==> src/core/spip_consts.svh <==
`ifndef SPIP_CONSTS_SVH
`define SPIP_CONSTS_SVH
// word lengths and counter widths
`define SPIP_WORD_W 16
`define SPIP_LEN8 5'h08
`define SPIP_LEN16 5'h10
`define SPIP_BAUD_MIN 16'h0002
`define SPIP_CNT_W 16
`define SPIP_SEL_N 7
`define SPIP_SEL_IDLE 7'h7f
`define SPIP_ZERO_WORD 16'h0000
`endif

==> src/core/spip_pkg.sv <==
package spip_pkg;
   typedef enum logic [1:0] {
      SPIP_IDLE = 2'b00,
      SPIP_LOAD = 2'b01,
      SPIP_SHIFT = 2'b10,
      SPIP_DONE = 2'b11
   } spip_state_t;
endpackage

==> src/core/spip_buf2.sv <==
`timescale 1ns/1ps
`include "spip_consts.svh"
module spip_buf2
   import spip_pkg::*;
(
   input wire logic clock_in,
   input wire logic rst_n_in,
   input wire logic in_valid_in,
   output logic in_ready_out,
   input wire logic [`SPIP_WORD_W-1:0] in_data_in,
   output logic out_valid_out,
   input wire logic out_ready_in,
   output logic [`SPIP_WORD_W-1:0] out_data_out
);
   logic [`SPIP_WORD_W-1:0] mem [0:1];
   logic [`SPIP_WORD_W-1:0] next_mem [0:1];
   logic [1:0] count;
   logic [1:0] next_count;
   logic push;
   logic pop;

   // two slots, head always in slot 0 so the output is a flop
   always_comb begin
      push = in_valid_in && in_ready_out;
      pop = out_valid_out && out_ready_in;
      next_mem[0] = mem[0];
      next_mem[1] = mem[1];
      next_count = count;
      if (pop) begin
         next_mem[0] = mem[1];
      end
      if (push) begin
         if (count == 2'h0 || (count == 2'h1 && pop)) begin
            next_mem[0] = in_data_in;
         end else begin
            next_mem[1] = in_data_in;
         end
      end
      next_count = 2'(count + {1'b0, push} - {1'b0, pop});
   end

   always_ff @(posedge clock_in) begin
      if (!rst_n_in) begin
         count <= 2'h0;
         mem[0] <= `SPIP_ZERO_WORD;
         mem[1] <= `SPIP_ZERO_WORD;
      end else begin
         count <= next_count;
         mem[0] <= next_mem[0];
         mem[1] <= next_mem[1];
      end
   end

   assign in_ready_out = (count != 2'h2);
   assign out_valid_out = (count != 2'h0);
   assign out_data_out = mem[0];
endmodule

==> src/core/spip_port.sv <==
`timescale 1ns/1ps
`include "spip_consts.svh"
module spip_port
   import spip_pkg::*;
(
   input wire logic clock_in,
   input wire logic rst_n_in,
   input wire logic enable_in,
   input wire logic master_in,
   input wire logic word16_in,
   input wire logic cpol_in,
   input wire logic cpha_in,
   input wire logic [15:0] baud_in,
   input wire logic [6:0] select_mask_in,
   input wire logic dma_enable_in,
   input wire logic [15:0] dma_count_in,
   input wire logic dma_count_load_in,
   input wire logic dma_irq_on_done_in,
   input wire logic tx_valid_in,
   output logic tx_ready_out,
   input wire logic [15:0] tx_data_in,
   output logic rx_valid_out,
   input wire logic rx_ready_in,
   output logic [15:0] rx_data_out,
   output logic dma_request_out,
   output logic word_irq_out,
   output logic dma_done_irq_out,
   output logic busy_out,
   output logic overflow_out,
   output logic sck_out,
   output logic sck_oe_out,
   input wire logic sck_in,
   output logic mosi_out,
   output logic mosi_oe_out,
   input wire logic mosi_in,
   output logic miso_out,
   output logic miso_oe_out,
   input wire logic miso_in,
   input wire logic slave_select_in,
   output logic [6:0] slave_select_out
);
   // two-flop synchronisers for pins; stage one read only by stage two
   logic [3:0] sync1;
   logic [3:0] sync2;
   // mosi changes only on the non-sampling edge, so a far slave never races it
   logic mosi_q;
   logic s_sck;
   logic s_mosi;
   logic s_miso;
   logic s_sel;
   logic sck_prev;

   always_ff @(posedge clock_in) begin
      if (!rst_n_in) begin
         sync1 <= 4'hf;
         sync2 <= 4'hf;
         sck_prev <= 1'b0;
      end else begin
         sync1 <= {slave_select_in, sck_in, mosi_in, miso_in};
         sync2 <= sync1;
         sck_prev <= sync2[2];
      end
   end
   assign s_sel = sync2[3];
   assign s_sck = sync2[2];
   assign s_mosi = sync2[1];
   assign s_miso = sync2[0];

   spip_state_t state;
   spip_state_t next_state;
   logic [15:0] shreg;
   logic [15:0] next_shreg;
   logic [4:0] bits;
   logic [4:0] next_bits;
   logic [15:0] div;
   logic [15:0] next_div;
   logic sck_int;
   logic next_sck_int;
   logic half;
   logic next_half;
   logic next_mosi;
   logic [15:0] dcount;
   logic [15:0] next_dcount;
   logic rx_push;
   logic [15:0] rx_word;
   logic rx_buf_ready;
   logic [15:0] tx_word;
   logic tx_buf_valid;
   logic tx_pop;
   logic word_pulse;
   logic dma_done;
   logic ovf;
   logic next_ovf;
   logic [4:0] len;
   logic [15:0] baud_eff;
   logic lead_edge;
   logic trail_edge;
   logic slave_on;
   logic master_on;
   logic master_go;
   logic dma_live;

   // transmit and receive each pass a two-entry buffer so a master-mode stall loses nothing
   spip_buf2 u_txbuf (
      .clock_in(clock_in),
      .rst_n_in(rst_n_in),
      .in_valid_in(tx_valid_in),
      .in_ready_out(tx_ready_out),
      .in_data_in(tx_data_in),
      .out_valid_out(tx_buf_valid),
      .out_ready_in(tx_pop),
      .out_data_out(tx_word)
   );
   spip_buf2 u_rxbuf (
      .clock_in(clock_in),
      .rst_n_in(rst_n_in),
      .in_valid_in(rx_push),
      .in_ready_out(rx_buf_ready),
      .in_data_in(rx_word),
      .out_valid_out(rx_valid_out),
      .out_ready_in(rx_ready_in),
      .out_data_out(rx_data_out)
   );

   assign len = word16_in ? `SPIP_LEN16 : `SPIP_LEN8;
   // divider below two would exceed clock over four, so it is clamped
   assign baud_eff = (baud_in < `SPIP_BAUD_MIN) ? `SPIP_BAUD_MIN : baud_in;
   assign master_on = enable_in && master_in;
   assign slave_on = enable_in && !master_in && !s_sel;
   assign dma_live = dma_enable_in && (dcount != 16'h0000);
   // master waits for a word, a live dma count when dma is on, and room in receive
   assign master_go = master_on && tx_buf_valid && rx_buf_ready && (!dma_enable_in || dma_live);
   // slave edges: leading edge is the one leaving idle polarity
   assign lead_edge = slave_on && (s_sck != sck_prev) && (s_sck != cpol_in);
   assign trail_edge = slave_on && (s_sck != sck_prev) && (s_sck == cpol_in);

   // main shifter state
   always_comb begin
      next_state = state;
      next_shreg = shreg;
      next_bits = bits;
      next_div = div;
      next_sck_int = sck_int;
      next_half = half;
      next_mosi = mosi_q;
      next_dcount = dcount;
      next_ovf = ovf;
      tx_pop = 1'b0;
      rx_push = 1'b0;
      word_pulse = 1'b0;
      dma_done = 1'b0;
      if (dma_count_load_in) begin
         next_dcount = dma_count_in; // software queues a new count
      end
      case (state)
         SPIP_IDLE: begin
            next_sck_int = cpol_in;
            next_half = 1'b0;
            next_bits = 5'h00;
            // half still set from done keeps two idle clocks between master words
            if (master_go && !half) begin
               tx_pop = 1'b1;
               next_mosi = word16_in ? tx_word[15] : tx_word[7];
               next_shreg = word16_in ? tx_word : {tx_word[7:0], 8'h00};
               next_div = 16'h0000;
               next_state = SPIP_SHIFT;
            end else if (slave_on) begin
               // no word ready: send zeros rather than stale data
               tx_pop = tx_buf_valid;
               next_shreg = tx_buf_valid ? (word16_in ? tx_word : {tx_word[7:0], 8'h00})
                                         : `SPIP_ZERO_WORD;
               next_state = SPIP_LOAD;
            end
         end
         SPIP_LOAD: begin
            // slave: with cpha 1 the first leading edge shifts, with 0 it samples
            if (!slave_on) begin
               next_state = SPIP_IDLE;
            end else if (lead_edge) begin
               if (cpha_in) begin
                  next_half = 1'b1;
               end else begin
                  next_shreg = {shreg[14:0], s_mosi};
                  next_bits = 5'(bits + 5'h01);
               end
               next_state = SPIP_SHIFT;
            end
         end
         SPIP_SHIFT: begin
            if (master_on) begin
               // master: toggle sck every baud count of clocks
               if (div == 16'(baud_eff - 16'h0001)) begin
                  next_div = 16'h0000;
                  next_sck_int = !sck_int;
                  next_half = !half;
                  // sample on first half with cpha 0, second half with cpha 1
                  if (half == cpha_in) begin
                     next_shreg = {shreg[14:0], s_miso};
                     next_bits = 5'(bits + 5'h01);
                  end else begin
                     next_mosi = shreg[15];
                  end
                  if (half && next_bits == len) begin
                     next_state = SPIP_DONE;
                  end
               end else begin
                  next_div = 16'(div + 16'h0001);
               end
            end else if (!slave_on) begin
               next_state = SPIP_IDLE; // deselect aborts the word
            end else if (lead_edge || trail_edge) begin
               if ((lead_edge && !cpha_in) || (trail_edge && cpha_in)) begin
                  next_shreg = {shreg[14:0], s_mosi};
                  next_bits = 5'(bits + 5'h01);
                  if (bits == 5'(len - 5'h01)) begin
                     next_state = SPIP_DONE;
                  end
               end
            end
         end
         SPIP_DONE: begin
            // word complete: push to receive, count dma, raise events
            rx_push = 1'b1;
            next_ovf = ovf || !rx_buf_ready;
            word_pulse = 1'b1;
            if (dma_enable_in && dcount != 16'h0000) begin
               next_dcount = 16'(dcount - 16'h0001);
               dma_done = (dcount == 16'h0001);
            end
            next_sck_int = cpol_in;
            next_half = 1'b1;
            next_state = SPIP_IDLE;
         end
         default: begin
            next_state = SPIP_IDLE;
         end
      endcase
   end

   always_ff @(posedge clock_in) begin
      if (!rst_n_in) begin
         state <= SPIP_IDLE;
         shreg <= `SPIP_ZERO_WORD;
         bits <= 5'h00;
         div <= 16'h0000;
         sck_int <= 1'b0;
         half <= 1'b0;
         mosi_q <= 1'b0;
         dcount <= 16'h0000;
         ovf <= 1'b0;
      end else begin
         state <= next_state;
         shreg <= next_shreg;
         bits <= next_bits;
         div <= next_div;
         sck_int <= next_sck_int;
         half <= next_half;
         mosi_q <= next_mosi;
         dcount <= next_dcount;
         ovf <= next_ovf;
      end
   end

   assign rx_word = word16_in ? shreg : {8'h00, shreg[7:0]};

   // event outputs registered, one-cycle pulses
   logic word_irq;
   logic dma_irq;
   logic dma_req;
   always_ff @(posedge clock_in) begin
      if (!rst_n_in) begin
         word_irq <= 1'b0;
         dma_irq <= 1'b0;
         dma_req <= 1'b0;
      end else begin
         word_irq <= word_pulse && !dma_enable_in;
         dma_irq <= dma_done && dma_irq_on_done_in;
         dma_req <= word_pulse && dma_enable_in;
      end
   end
   assign word_irq_out = word_irq;
   assign dma_done_irq_out = dma_irq;
   assign dma_request_out = dma_req;
   assign overflow_out = ovf;
   assign busy_out = (state != SPIP_IDLE);

   // pins: master drives sck and mosi; selected slave drives miso
   assign sck_out = sck_int;
   assign sck_oe_out = master_on;
   assign mosi_out = mosi_q;
   assign mosi_oe_out = master_on;
   assign miso_out = shreg[15];
   assign miso_oe_out = slave_on;
   // select outputs active low, several may be low together for broadcast
   assign slave_select_out = master_on ? ~select_mask_in : `SPIP_SEL_IDLE;
endmodule

==> config.mk <==
export PLATFORM = sky130hd
export DESIGN_NAME = spip_port
export DESIGN_NICKNAME = d
export VERILOG_FILES = /design/src/core/spip_pkg.sv /design/src/core/spip_buf2.sv /design/src/core/spip_port.sv
export VERILOG_INCLUDE_DIRS = /design/src /design/src/core
export SDC_FILE = /design/constraint.sdc
export NUM_CORES = 1
export LEC_CHECK = 0
export ABC_AREA = 1
export ABC_CLOCK_PERIOD_IN_PS = 3400
export BUFFER_PORTS_ARGS = -buffer_cell sky130_fd_sc_hd__buf_2
export CAP_MARGIN = 20
export CORE_MARGIN = 2
export CORE_UTILIZATION = 35
export CTS_CLUSTER_DIAMETER = 120
export DETAILED_ROUTE_END_ITERATION = 10
export PLACE_DENSITY = 0.65
export SYNTH_ARGS = -nofsm -noshare
export SYNTH_HDL_FRONTEND = slang
export SYNTH_SLANG_ARGS = --single-unit
export TNS_END_PERCENT = 10
==> constraint.sdc <==
create_clock -name clock_in -period 3.4 [get_ports clock_in]
set_clock_uncertainty 0.1 [all_clocks]
set_input_delay 0.17 -clock clock_in [delete_from_list [all_inputs] [get_ports clock_in]]
set_output_delay 0.17 -clock clock_in [all_outputs]
set_load 0.005 [all_outputs]
### Yosys cells after proc, flatten, opt, wreduce, memory -nomap -nowiden

Memory sizes are Yosys's and may differ from the RTL's.
Cells that the tools add are included.

* add/subtract/negate cells: 9
* bitwise gates (word level): 5
* reduce and logical (&&, ||, !) cells: 54
* eq/ne operators: 34
* magnitude comparators: 1
* multiplexer cells: 85

Operator list (number)
* $mux W16: 31
* $mux W5: 13
* $mux W32: 2
* $pmux W16 S3: 1
* $pmux W16 S2: 1
* $sub A16 B1 Y16 const B: 2
* $ne A3 B3 Y1 const B: 8
* $logic_and A1 B1 Y1: 23
* $mux W2: 11
* $mux W1: 20
* $ne A2 B2 Y1 const B: 10
* $add A16 B1 Y16 const B: 1
* $eq A16 B1 Y1 const B: 1
* $eq A16 B16 Y1: 1
* $lt A16 B2 Y1 const B: 1
* $reduce_bool A16 Y1: 1
* $pmux W5 S3: 1
* $ne A4 B4 Y1 const B: 3
* $eq A5 B5 Y1: 2
* $reduce_and A10 Y1: 1
* $reduce_and A5 Y1: 2
* $reduce_bool A2 Y1: 5
* $pmux W2 S4: 1
* $reduce_and A8 Y1: 1
* other kinds (20): 45

* memories: 2
* input port bits: 71
* output and inout port bits: 36
* bits in writable memories: 64
* bits in registers: 75
* logic and storage cells: 207

Memories
* u_rxbuf.mem: depth 2, width 16, read ports 2, clocked after Yosys merged registers in 0, wr ports 2, RTL line spip_buf2.sv:15 `` logic [`SPIP_WORD_W-1:0] mem [0:1]; ``
* u_txbuf.mem: depth 2, width 16, read ports 2, clocked after Yosys merged registers in 0, wr ports 2, RTL line spip_buf2.sv:15

### Longest topological paths before layout

Gate-level depths: netlist of run 1.

* depth in word-level cells: 13
* mapped depth: 20
* depth with buffers taken out: 19

### Modules after synthesis

A second synthesis of run 1 with hierarchy kept.

* cell total of the unflattened synthesis: 1340
* area total of the unflattened synthesis: 8608.3 um2

Modules (own cells, without submodules)
* spip_port: cells an instance 774, area each 4882.2 um2, seq. area each 1421.4 um2, instances 1
* spip_buf2: cells an instance 283, area each 1863.0 um2, seq. area each 680.7 um2, instances 2

### Worst setup path before layout of run 1

OpenSTA, ideal clock, no wires.

* kind: register to register
* start point: register dcount[0]
* end point: register u_txbuf.count[1]
* buffers on the path: 1
* slack: 725 ps
* cell stages (with the launch flop): 17
* data arrival time: 2454 ps
* data required time: 3180 ps
* clock period less this slack: 2675 ps
* setup time: 120 ps
* path through: dfxtp_1 inv_1 ha_1 nand2_1 nor2_2 nand3_1 nand3_1 o21ai_1 nand2_2 clkinv_1 buf_2 ha_1 inv_1 ha_1 xor2_1 o21ai_0 a21oi_1

* longest elaborated chain between the ends: 9

RTL lines
* start, declared: RTL line spip_port.sv:82 `logic [15:0] dcount;`
* start signal, assigned: RTL line spip_port.sv:259 `dcount <= next_dcount;`
* $reduce_bool A16 Y1: RTL line spip_port.sv:130 `assign dma_live = dma_enable_in && (dcount != 16'h0000);`
* $logic_and A1 B1 Y1: RTL line spip_port.sv:130
* $logic_or A1 B1 Y1: RTL line spip_port.sv:132 `assign master_go = master_on && tx_buf_valid && rx_buf_ready && (!dma_enable_in || dma_live);`
* $logic_and A1 B1 Y1: RTL line spip_port.sv:132
* $logic_and A1 B1 Y1: RTL line spip_port.sv:161 `if (master_go && !half) begin`
* $mux W1: RTL line spip_port.sv:161
* $mux W1: RTL line spip_port.sv:155 `case (state)`
* $logic_and A1 B1 Y1: RTL line spip_buf2.sv:25 `pop = out_valid_out && out_ready_in;`
* $sub A2 B1 Y2: RTL line spip_buf2.sv:39 `next_count = 2'(count + {1'b0, push} - {1'b0, pop});`
* end signal, assigned: RTL line spip_buf2.sv:48 `count <= next_count;`
* end, declared: RTL line spip_buf2.sv:17 `logic [1:0] count;`

No other way between the ends.
A chain may end at the register's enable or synchronous reset.

### Worst setup path after layout of run 1

Ends and elaborated chain as after synthesis.

==> impl_metrics.env, run 1 <==
export IMPL_worst_slew_margin_rel=0.435
export IMPL_dpl_hpwl_um=13900
export IMPL_grt_pass1_wl_um=31800
export IMPL_cpPeakStageDelay_ps=320
export IMPL_setup_viol=0
export IMPL_setup_tns_ps=0
export IMPL_initial_utilization=0.359
export IMPL_cts_buffers=17
export IMPL_synth_warning_count=0
export IMPL_avgSynthCellArea_um2=6.83
export IMPL_numPortBuffers=106
export IMPL_fin_crit_sh=0.879
export IMPL_critPathTopFamily="simple AND/OR/NAND/NOR gates"
export IMPL_critPathKind="reg2reg"
export IMPL_cts_tree="yes"
export IMPL_cts_root_buf="clkbuf_16"
export IMPL_grt_pass1_vias=6510
export IMPL_crit_required_ps=3610
export IMPL_antenna_found_initial=1
export IMPL_ys_ff_latch=139
export IMPL_synthToLayoutAreaGrowth_pct=20.7
export IMPL_h_tree_depth=4
export IMPL_fmax_mhz=335
export IMPL_worstHoldPathType="in2reg"
export IMPL_vias=7348
export IMPL_clkSinkCount=139
export IMPL_grt_max_degree=46
export IMPL_place_gp_congestion=0.868
export IMPL_first_pass_iters=6
export IMPL_drv_slew=0
export IMPL_worstSkewPairLatency_ps=430
export IMPL_cts_reportedPaths_clkPinSlew_ps=60
export IMPL_cp_cell_sequence="inv_1 -> ha_1 -> nand2_1 -> nor2_2 -> nand3_1 -> nand3_1 -> o21ai_1 -> nand2_2 -> clkinv_1 -> ha_1 -> inv_1 -> ha_1 -> xor2_1 -> o21ai_0 -> a21oi_1"
export IMPL_crit_fanout=18
export IMPL_netlist_instances=1110
export IMPL_leakage_uw=0.00396
export IMPL_viasPerCell=4.90
export IMPL_die_h_um=151
export IMPL_drt_wl_total_um=19500
export IMPL_layout_drive_gt1_share=0.147
export IMPL_dp_cells=1435
export IMPL_final_common_cell="nand2_1"
export IMPL_holdWs_ps=17.6
export IMPL_fin_area_um2=9150
export IMPL_io_pins=107
export IMPL_grt_ovfl_total=0
export IMPL_ir_drop_v=0.000500
export IMPL_total_power_uw=5920
export IMPL_yosysSeqAreaShare=0.367
export IMPL_instances_no_fill=1499
export IMPL_crit_top_cell="ha_1"
export IMPL_status="finished clean"
export IMPL_clockBufferDepth=2
export IMPL_first_iter_violations=467
export IMPL_rows=53
export IMPL_startpoint_type="register"
export IMPL_max_cap_violations=0
export IMPL_critical_path_slowest_cell="dfxtp_1"
export IMPL_syn_num_nets=1194
export IMPL_hold_viol_final=0
export IMPL_rsz0062_at_grt="false"
export IMPL_fp_dieArea_um2=22900
export IMPL_coreArea_um2=21200
export IMPL_period_minus_slack_ps=2990
export IMPL_drc=0
export IMPL_netlist_area_um2=7580
export IMPL_synth_distinct_cells=42
export IMPL_critPathBufInv=3
export IMPL_grt_usage=0.174
export IMPL_crit_path_end_kind="register"
export IMPL_postCtsSetupRepairBufs=0
export IMPL_crit_arrival_ps=3200
export IMPL_fin_nets=1294
export IMPL_die_w_um=151
export IMPL_place_area_um2=8200
export IMPL_post_drt_wl_per_cell_um=13.0
export IMPL_powerDensity_nw_per_um2=647
export IMPL_antenna_left=0
export IMPL_worst_pin_slew_ps=841
export IMPL_final_cell_mix="nand2_1, dfxtp_1, inv_1"
-- path summary, 6_finish.rpt --
kind | slack, ps | from | end | cells past startpoint
setup / recovery | 410 | dcount[0] | u_txbuf.count[1] | 15
hold / removal | 20 | dma_count_in[8] | dcount[8] | 3
setup reg to reg | 410 | dcount[0] | u_txbuf.count[1] | 15
hold reg to reg | 310 | sync1[2] | sync2[2] | 1
-- report_power, final --
| part | switching [uW] | internal (uW) | total [uW] |
|---|---|---|---|
| Clock | 716 | 1280 | 1990 |
| Combinational | 1230 | 662 | 1890 |
| Sequential | 188 | 1850 | 2040 |
-- per-stage QoR --
| step | setup slack, ps | util |
|---|---|---|
| floorplan | 725 | - |
| global placement | 407 | 0.388 |
| detailed placement | 376 | 0.388 |
| CTS | 362 | 0.433 |
| global route | 14.1 | 0.433 |
| finish | 411 | 0.433 |
-- logic make-up after synthesis --
| kind of cell | share of synthesized area |
|---|---|
| buffers and inverters | 0.109 |
| AO/OA/AOI/OAI | 0.162 |
| flip-flops | 0.367 |
| adder cells (fa/ha/maj) | 0.0214 |
| AND/OR/NAND/NOR | 0.293 |
| XOR/XNOR | 0.0480 |
-- worst min-delay path, cell delays in order --
cell      delay (ps)
buf_2             80
a211oi_1          60
a311oi_1         180
-- cell type report --
| type | instances | area (um2) |
|---|---|---|
| Fill cell | 2185 | 12000 |
| Multi-Input combinational cell | 776 | 3970 |
| Sequential cell | 139 | 2780 |
| Timing Repair Buffer | 149 | 931 |
| Clock buffer | 24 | 512 |
| Inverter | 127 | 477 |
| Tap cell | 275 | 344 |
| Clock inverter | 8 | 130 |
| Antenna cell | 1 | 2.50 |
-- Yosys cell counts --
| cell type | n | area [um2] |
|---|---|---|
| buf_6 | 1 | 11.3 |
| xnor3_1 | 1 | 22.5 |
| nand2_1 | 281 | 1050 |
| a211oi_1 | 7 | 52.6 |
| buf_4 | 19 | 143 |
| a22oi_1 | 11 | 82.6 |
| a31oi_1 | 32 | 200 |
| buf_1 | 2 | 7.51 |
| o21ai_0 | 72 | 360 |
| nand3_4 | 2 | 35.0 |
| a21oi_2 | 1 | 8.76 |
| xnor2_1 | 14 | 123 |
| o32ai_1 | 1 | 8.76 |
| o211ai_1 | 1 | 7.51 |
| o21ai_1 | 2 | 10.0 |
| buf_2 | 14 | 70.1 |
| nor2_2 | 4 | 25.0 |
| nand4_1 | 28 | 175 |
| clkinv_1 | 7 | 26.3 |
| nand3_1 | 51 | 255 |
| a21boi_1 | 1 | 7.51 |
| inv_2 | 2 | 7.51 |
| nor3_2 | 1 | 10.0 |
| o22ai_1 | 4 | 25.0 |
| nor3_4 | 1 | 16.3 |
| nand3_2 | 4 | 40.0 |
| nor4_1 | 1 | 6.26 |
| xor2_1 | 25 | 219 |
| ha_1 | 13 | 163 |
| clkbuf_1 | 32 | 120 |
| a21oi_1 | 60 | 300 |
| or2_2 | 11 | 68.8 |
| nor3b_1 | 7 | 52.6 |
| a32oi_1 | 4 | 35.0 |
| nor2_1 | 105 | 394 |
| a311oi_1 | 12 | 105 |
| nand2_2 | 5 | 31.3 |
| dfxtp_1 | 139 | 2780 |
| a221oi_1 | 1 | 8.76 |
| inv_1 | 118 | 443 |
| nor3_1 | 11 | 55.1 |
| o31ai_1 | 2 | 15.0 |
-- registers in the layout, summed over array words and instances, names as in the netlist, 4 cells and up --
name and count:
shreg 16, sync2 4, div 16, u_rxbuf.mem 32, dcount 16, u_txbuf.mem 32, sync1 4, bits 5
-- metal layers --
layer | wire [um] | track usage | vias up
li1 | - | - | 3848
met5 | 0 | 0 | -
met1 | 9120 | 0.236 | 3291
met2 | 9050 | 0.274 | 177
met4 | 440 | 0.0696 | 0
met3 | 900 | 0.0319 | 32
-- repair_timing --
| action | CTS | global route |
|---|---|---|
| hold endpoints to repair | 48 | 0 |
| gates resized for setup | 0 | 0 |
| hold buffers | 31 | 0 |
Note: power is estimated with default switching activity, not from simulation.
==> run 2, diff against run 1 <==
--- a/config.mk
+++ b/config.mk
@@ -11,10 +11,11 @@
 export BUFFER_PORTS_ARGS = -buffer_cell sky130_fd_sc_hd__buf_2
 export CAP_MARGIN = 20
 export CORE_MARGIN = 2
-export CORE_UTILIZATION = 35
+export CORE_UTILIZATION = 45
 export CTS_CLUSTER_DIAMETER = 120
 export DETAILED_ROUTE_END_ITERATION = 10
-export PLACE_DENSITY = 0.65
+export MAX_ROUTING_LAYER = met4
+export PLACE_DENSITY = 0.77
 export SYNTH_ARGS = -nofsm -noshare
 export SYNTH_HDL_FRONTEND = slang
 export SYNTH_SLANG_ARGS = --single-unit
==> run 2 against run 1 <==
Against the previous run:
- combinational power hardly changed
- die area is 22% lower
- critical path type unchanged
- via count is 1.5% higher
- register-to-register slack worse by 50 ps
- fmax is 1.5% lower
- wire length is 1.8% lower
- largest cell class unchanged
- sequential share of layout area is 0.46 points higher
==> impl_metrics.env, run 2 (synthesis gave the netlist of run 1 again) <==
export IMPL_num_fill_cells=1554
export IMPL_p_sw_frac=0.365
export IMPL_max_cap_violations=0
export IMPL_status="finished clean"
export IMPL_first_pass_iters=6
export IMPL_register_area_um2=2780
export IMPL_cpPeakStageDelay_ps=420
export IMPL_grt_use_met2=0.350
export IMPL_grt_max_degree=80
export IMPL_crit_fanout=18
export IMPL_holdWs_ps=15.5
export IMPL_worst_pin_slew_ps=983
export IMPL_power_switching_uw=2120
export IMPL_fmax_mhz=330
export IMPL_crit_required_ps=3570
export IMPL_final_cell_mix="nand2_1, dfxtp_1, inv_1"
export IMPL_numPortBuffers=106
export IMPL_worstHoldPathType="in2reg"
export IMPL_vias=7459
export IMPL_instances_no_fill=1439
export IMPL_die_w_um=134
export IMPL_grt_pass1_wl_um=31700
export IMPL_drc=0
export IMPL_hold_viol_final=0
export IMPL_startpoint_type="register"
export IMPL_cts_root_buf="clkbuf_16"
export IMPL_drv_slew=0
export IMPL_first_iter_violations=603
export IMPL_n_antenna_cell=0
export IMPL_dpl_hpwl_um=13200
export IMPL_final_common_cell="nand2_1"
export IMPL_viasPerCell=5.18
export IMPL_fin_crit_sh=0.893
export IMPL_worstSkewPairLatency_ps=430
export IMPL_io_pins=107
export IMPL_crit_top_cell="nand2_1"
export IMPL_intPower_uw=3680
export IMPL_rows=47
export IMPL_clockBufferDepth=2
export IMPL_antenna_left=0
export IMPL_critPathBufInv=2
export IMPL_rsz0062_at_grt="false"
export IMPL_grt_pass1_vias=6720
export IMPL_cts_buffers=17
export IMPL_drt_wl_total_um=19200
export IMPL_ir_drop_v=0.000416
export IMPL_antenna_found_initial=0
export IMPL_place_area_um2=8090
export IMPL_p_seq_frac=0.350
export IMPL_critPathTopFamily="simple AND/OR/NAND/NOR gates"
export IMPL_synthToLayoutAreaGrowth_pct=18.9
export IMPL_setup_viol=0
export IMPL_setup_tns_ps=0
export IMPL_place_gp_congestion=0.915
export IMPL_crit_path_end_kind="register"
export IMPL_layout_drive_gt1_share=0.144
export IMPL_period_minus_slack_ps=3030
export IMPL_critical_path_slowest_cell="nand2_1"
export IMPL_grtUsageMet3=0.0472
export IMPL_initial_utilization=0.459
export IMPL_crit_arrival_ps=3210
export IMPL_p_clk_frac=0.326
export IMPL_coreArea_um2=16500
export IMPL_post_drt_wl_per_cell_um=13.3
export IMPL_cts_tree="yes"
export IMPL_cp_cell_sequence="inv_1 -> ha_1 -> nand2_1 -> nor2_2 -> nand3_1 -> nand3_1 -> o21ai_1 -> nand2_2 -> a21oi_2 -> inv_2 -> nand2_1 -> nand2_1 -> a21oi_1"
export IMPL_h_tree_depth=4
export IMPL_cts_reportedPaths_clkPinSlew_ps=60
export IMPL_reg_top3="u_rxbuf.mem x32, u_txbuf.mem x32"
export IMPL_comb_power_share=0.323
export IMPL_met1_usage=0.288
export IMPL_clkSinkCount=139
export IMPL_critPathKind="reg2reg"
export IMPL_worst_slew_margin_rel=0.341
export IMPL_multiInputGateArea_um2=3980
export IMPL_fin_nets=1290
export IMPL_dp_cells=1375
export IMPL_grt_busiest_layer="met2"
export IMPL_grt_usage=0.222
export IMPL_grt_ovfl_total=0
export IMPL_postCtsSetupRepairBufs=0
export IMPL_leakage_uw=0.00394
export IMPL_powerDensity_nw_per_um2=643
export IMPL_die_h_um=134
export IMPL_fp_dieArea_um2=17900
export IMPL_fin_area_um2=9020
[run 2: cell types whose count changed in the layout (fill, tap and decap cells not counted), sizes merged]
cell,delta
clkinvlp,-3
clkinv,+8
dlygate4sd3,+1
inv,-1
buf,-5
diode,-1
clkbuf,-4
[run 2: power by group through the flow]
stage | logic (uW) | clock network [uW] | registers, uW
CTS | 1850 | 1920 | 2030
global placement | 1780 | 0 | 2060
detailed placement | 1810 | 0 | 2060
floorplan | 1450 | 0 | 2000
global route | 2130 | 1990 | 2050
finish | 1870 | 1890 | 2030
[run 2: path summary, 6_finish.rpt]
| path | start | to | slack, ps | cells after the start |
|---|---|---|---|---|
| setup / recovery | dcount[0] | u_txbuf.mem[0][24] | 370 | 13 |
| hold / removal | dma_count_in[11] | dcount[11] | 20 | 3 |
| setup reg to reg | dcount[0] | u_txbuf.mem[0][24] | 370 | 13 |
| hold reg to reg | sync1[2] | sync2[2] | 310 | 1 |
[run 2: timing repair]
action,in CTS,in global routing
endpoints found under the hold margin,48,0
hold buffers,32,0
setup endpoints to repair,0,13
gates resized for setup,0,1
[run 2: per-stage QoR]
stage,total power [uW],util,setup WS (ps)
2_1_floorplan,3440,-,725
3_3_place_gp,3830,0.490,353
3_5_place_dp,3870,0.490,269
4_1_cts,5800,0.546,242
5_1_grt,6170,0.546,68.8
6_report,5800,0.546,365
[run 2: worst min-delay path: stages]
cell and delay [ps]:
buf_2 100, a21oi_1 130, a221oi_1 90
[run 2: metal layers]
| layer | vias up | share of wire |
|---|---|---|
| met1 | 3377 | 0.46 |
| met2 | 234 | 0.46 |
| met4 | 0 | 0.020 |
| met3 | 31 | 0.054 |
| met5 | - | 0 |
| li1 | 3817 | - |
[run 2: area by class of cell]
class	instances	area share
Tap cell	220	0.0305
Sequential cell	139	0.309
Inverter	127	0.0529
Timing Repair Buffer	145	0.100
Clock inverter	12	0.0162
Clock buffer	20	0.0506
Multi-Input combinational cell	776	0.441
==> run 3, diff against run 2 <==
--- a/config.mk
+++ b/config.mk
@@ -10,12 +10,14 @@
 export ABC_CLOCK_PERIOD_IN_PS = 3400
 export BUFFER_PORTS_ARGS = -buffer_cell sky130_fd_sc_hd__buf_2
 export CAP_MARGIN = 20
+export CELL_PAD_IN_SITES_DETAIL_PLACEMENT = 1
+export CELL_PAD_IN_SITES_GLOBAL_PLACEMENT = 1
 export CORE_MARGIN = 2
-export CORE_UTILIZATION = 45
+export CORE_UTILIZATION = 41
 export CTS_CLUSTER_DIAMETER = 120
 export DETAILED_ROUTE_END_ITERATION = 10
 export MAX_ROUTING_LAYER = met4
-export PLACE_DENSITY = 0.77
+export PLACE_DENSITY = 0.92
 export SYNTH_ARGS = -nofsm -noshare
 export SYNTH_HDL_FRONTEND = slang
 export SYNTH_SLANG_ARGS = --single-unit
==> run 3 against run 2 <==
Against the previous run:
- the run now ends with DRC left
- largest power group unchanged
- wire length is 28% higher
- core utilization is 4.8 points lower
- sequential share of layout area hardly changed
==> impl_metrics.env, run 3 (synthesis gave the netlist of run 1 again) <==
export IMPL_ir_drop_v=0.000419
export IMPL_cts_reportedPaths_clkPinSlew_ps=70
export IMPL_post_drt_wl_per_cell_um=16.8
export IMPL_startpoint_type="register"
export IMPL_cts_root_buf="clkbuf_16"
export IMPL_critPathKind="reg2reg"
export IMPL_p_seq_frac=0.351
export IMPL_numPortBuffers=106
export IMPL_die_w_um=140
export IMPL_fin_nets=1294
export IMPL_first_pass_iters=8
export IMPL_period_minus_slack_ps=2950
export IMPL_fp_dieArea_um2=19600
export IMPL_reg_top3="u_rxbuf.mem x32, u_txbuf.mem x32"
export IMPL_drt_wl_total_um=24400
export IMPL_power_switching_uw=2360
export IMPL_h_tree_depth=4
export IMPL_cts_resized_gates=0
export IMPL_grt_ovfl_total=0
export IMPL_initial_utilization=0.419
export IMPL_viasPerCell=5.43
export IMPL_coreArea_um2=18100
export IMPL_rsz0062_at_grt="false"
export IMPL_powerDensity_nw_per_um2=649
export IMPL_max_cap_violations=0
export IMPL_grt_usage=0.260
export IMPL_antenna_left=0
export IMPL_cts_tree="yes"
export IMPL_grt_pass1_wl_um=40400
export IMPL_first_iter_violations=407
export IMPL_antenna_found_initial=1
export IMPL_setup_tns_ps=0
export IMPL_fin_crit_sh=0.869
export IMPL_vias=7895
export IMPL_layout_drive_gt1_share=0.147
export IMPL_die_h_um=140
export IMPL_crit_fanout=17
export IMPL_place_gp_congestion=0.862
export IMPL_drc=5
export IMPL_fmax_mhz=338
export IMPL_final_cell_mix="nand2_1, dfxtp_1, inv_1"
export IMPL_worstHoldPathType="in2reg"
export IMPL_rows=49
export IMPL_num_fill_cells=2325
export IMPL_grt_pass1_vias=8265
export IMPL_comb_power_share=0.344
export IMPL_intPower_uw=3480
export IMPL_crit_arrival_ps=3130
export IMPL_holdWs_ps=13.6
export IMPL_clkSinkCount=139
export IMPL_crit_required_ps=3580
export IMPL_clockBufferDepth=2
export IMPL_grt_max_degree=80
export IMPL_final_util=0.498
export IMPL_hold_viol_final=0
export IMPL_synthToLayoutAreaGrowth_pct=18.8
export IMPL_dp_cells=1389
export IMPL_instances_no_fill=1453
export IMPL_final_common_cell="nand2_1"
export IMPL_io_pins=107
export IMPL_setup_viol=0
export IMPL_p_sw_frac=0.404
export IMPL_postCtsSetupRepairBufs=0
export IMPL_status="finished, violations left"
export IMPL_drv_slew=0
export IMPL_violations="DRC"
export IMPL_crit_path_end_kind="register"
export IMPL_cts_buffers=17
export IMPL_p_clk_frac=0.305
export IMPL_dpl_hpwl_um=16300
export IMPL_worstSkewPairLatency_ps=430
export IMPL_leakage_uw=0.00392
export IMPL_worst_pin_slew_ps=944
export IMPL_worst_slew_margin_rel=0.367
-- run 3: cell count changes in the layout (fill, tap and decap cells not counted), sizes merged --
cell         previous run  this run
inv                   120       130
clkinv                 16         7
buf                   113       118
clkinvlp                0         4
bufinv                  3         0
clkbuf                 20        18
diode                   0         1
dlygate4sd3            32        31
-- run 3: cell type report --
| cell class | count | area, um2 | share of cell area |
|---|---|---|---|
| Multi-Input combinational cell | 776 | 3970 | 0.441 |
| Timing Repair Buffer | 149 | 931 | 0.103 |
| Sequential cell | 139 | 2780 | 0.309 |
| Clock inverter | 14 | 125 | 0.0139 |
| Antenna cell | 1 | 2.50 | 0.000278 |
| Tap cell | 229 | 287 | 0.0318 |
| Clock buffer | 18 | 429 | 0.0476 |
| Inverter | 127 | 477 | 0.0529 |
-- run 3: power groups by stage --
| stage | Sequential [uW] | Combinational [uW] | Clock [uW] |
|---|---|---|---|
| 2_1_floorplan | 2000 | 1450 | 0 |
| 3_3_place_gp | 2060 | 1840 | 0 |
| 3_5_place_dp | 2070 | 1940 | 0 |
| 4_1_cts | 2040 | 2000 | 1800 |
| 5_1_grt | 2070 | 2280 | 1870 |
| 6_report | 2050 | 2010 | 1780 |
-- run 3: path summary, 6_finish.rpt --
| kind | endpoint | cells past startpoint | from | slack (ps) |
|---|---|---|---|---|
| min | dcount[11] | 3 | dma_count_in[11] | 10 |
| min reg2reg | sync2[2] | 1 | sync1[2] | 310 |
| max | u_txbuf.mem[0][29] | 13 | dcount[0] | 450 |
| max reg2reg | u_txbuf.mem[0][29] | 13 | dcount[0] | 450 |
-- run 3: stage by stage --
stage               area [um2]  power (uW)  setup slack, ps
floorplan                 7580        3440              725
detailed placement        8140        4010              277
global route              9010        6220              239
finish                    9010        5840              445
CTS                       9000        5840              512
global placement          8140        3900              433
-- run 3: worst max-delay path, stage by stage (launching register included) --
cell and delay (ps):
dfxtp_1 350, inv_1 120, ha_1 230, nand2_1 130, nor2_2 290, nand3_1 190
nand3_1 190, o21ai_1 110, nand2_2 110, a21oi_2 70, inv_2 240, nand2_1 410
nand2_1 170, a21oi_1 80
-- run 3: timing repair --
item                                   4_1_cts  5_1_grt
endpoints found under the hold margin       43        0
setup endpoints to repair                    0        0
hold buffers                                31        0
-- run 3: per-layer routing --
metal  part of all wire  GRT usage  vias to the layer above  routed length [um]
met4              0.037      0.119                        0                 914
met3              0.042     0.0393                       75                1020
met1               0.42      0.299                     3766               10300
met2               0.50      0.450                      213               12200
li1                   -          -                     3841                   -
met5                  0          -                        -                   0
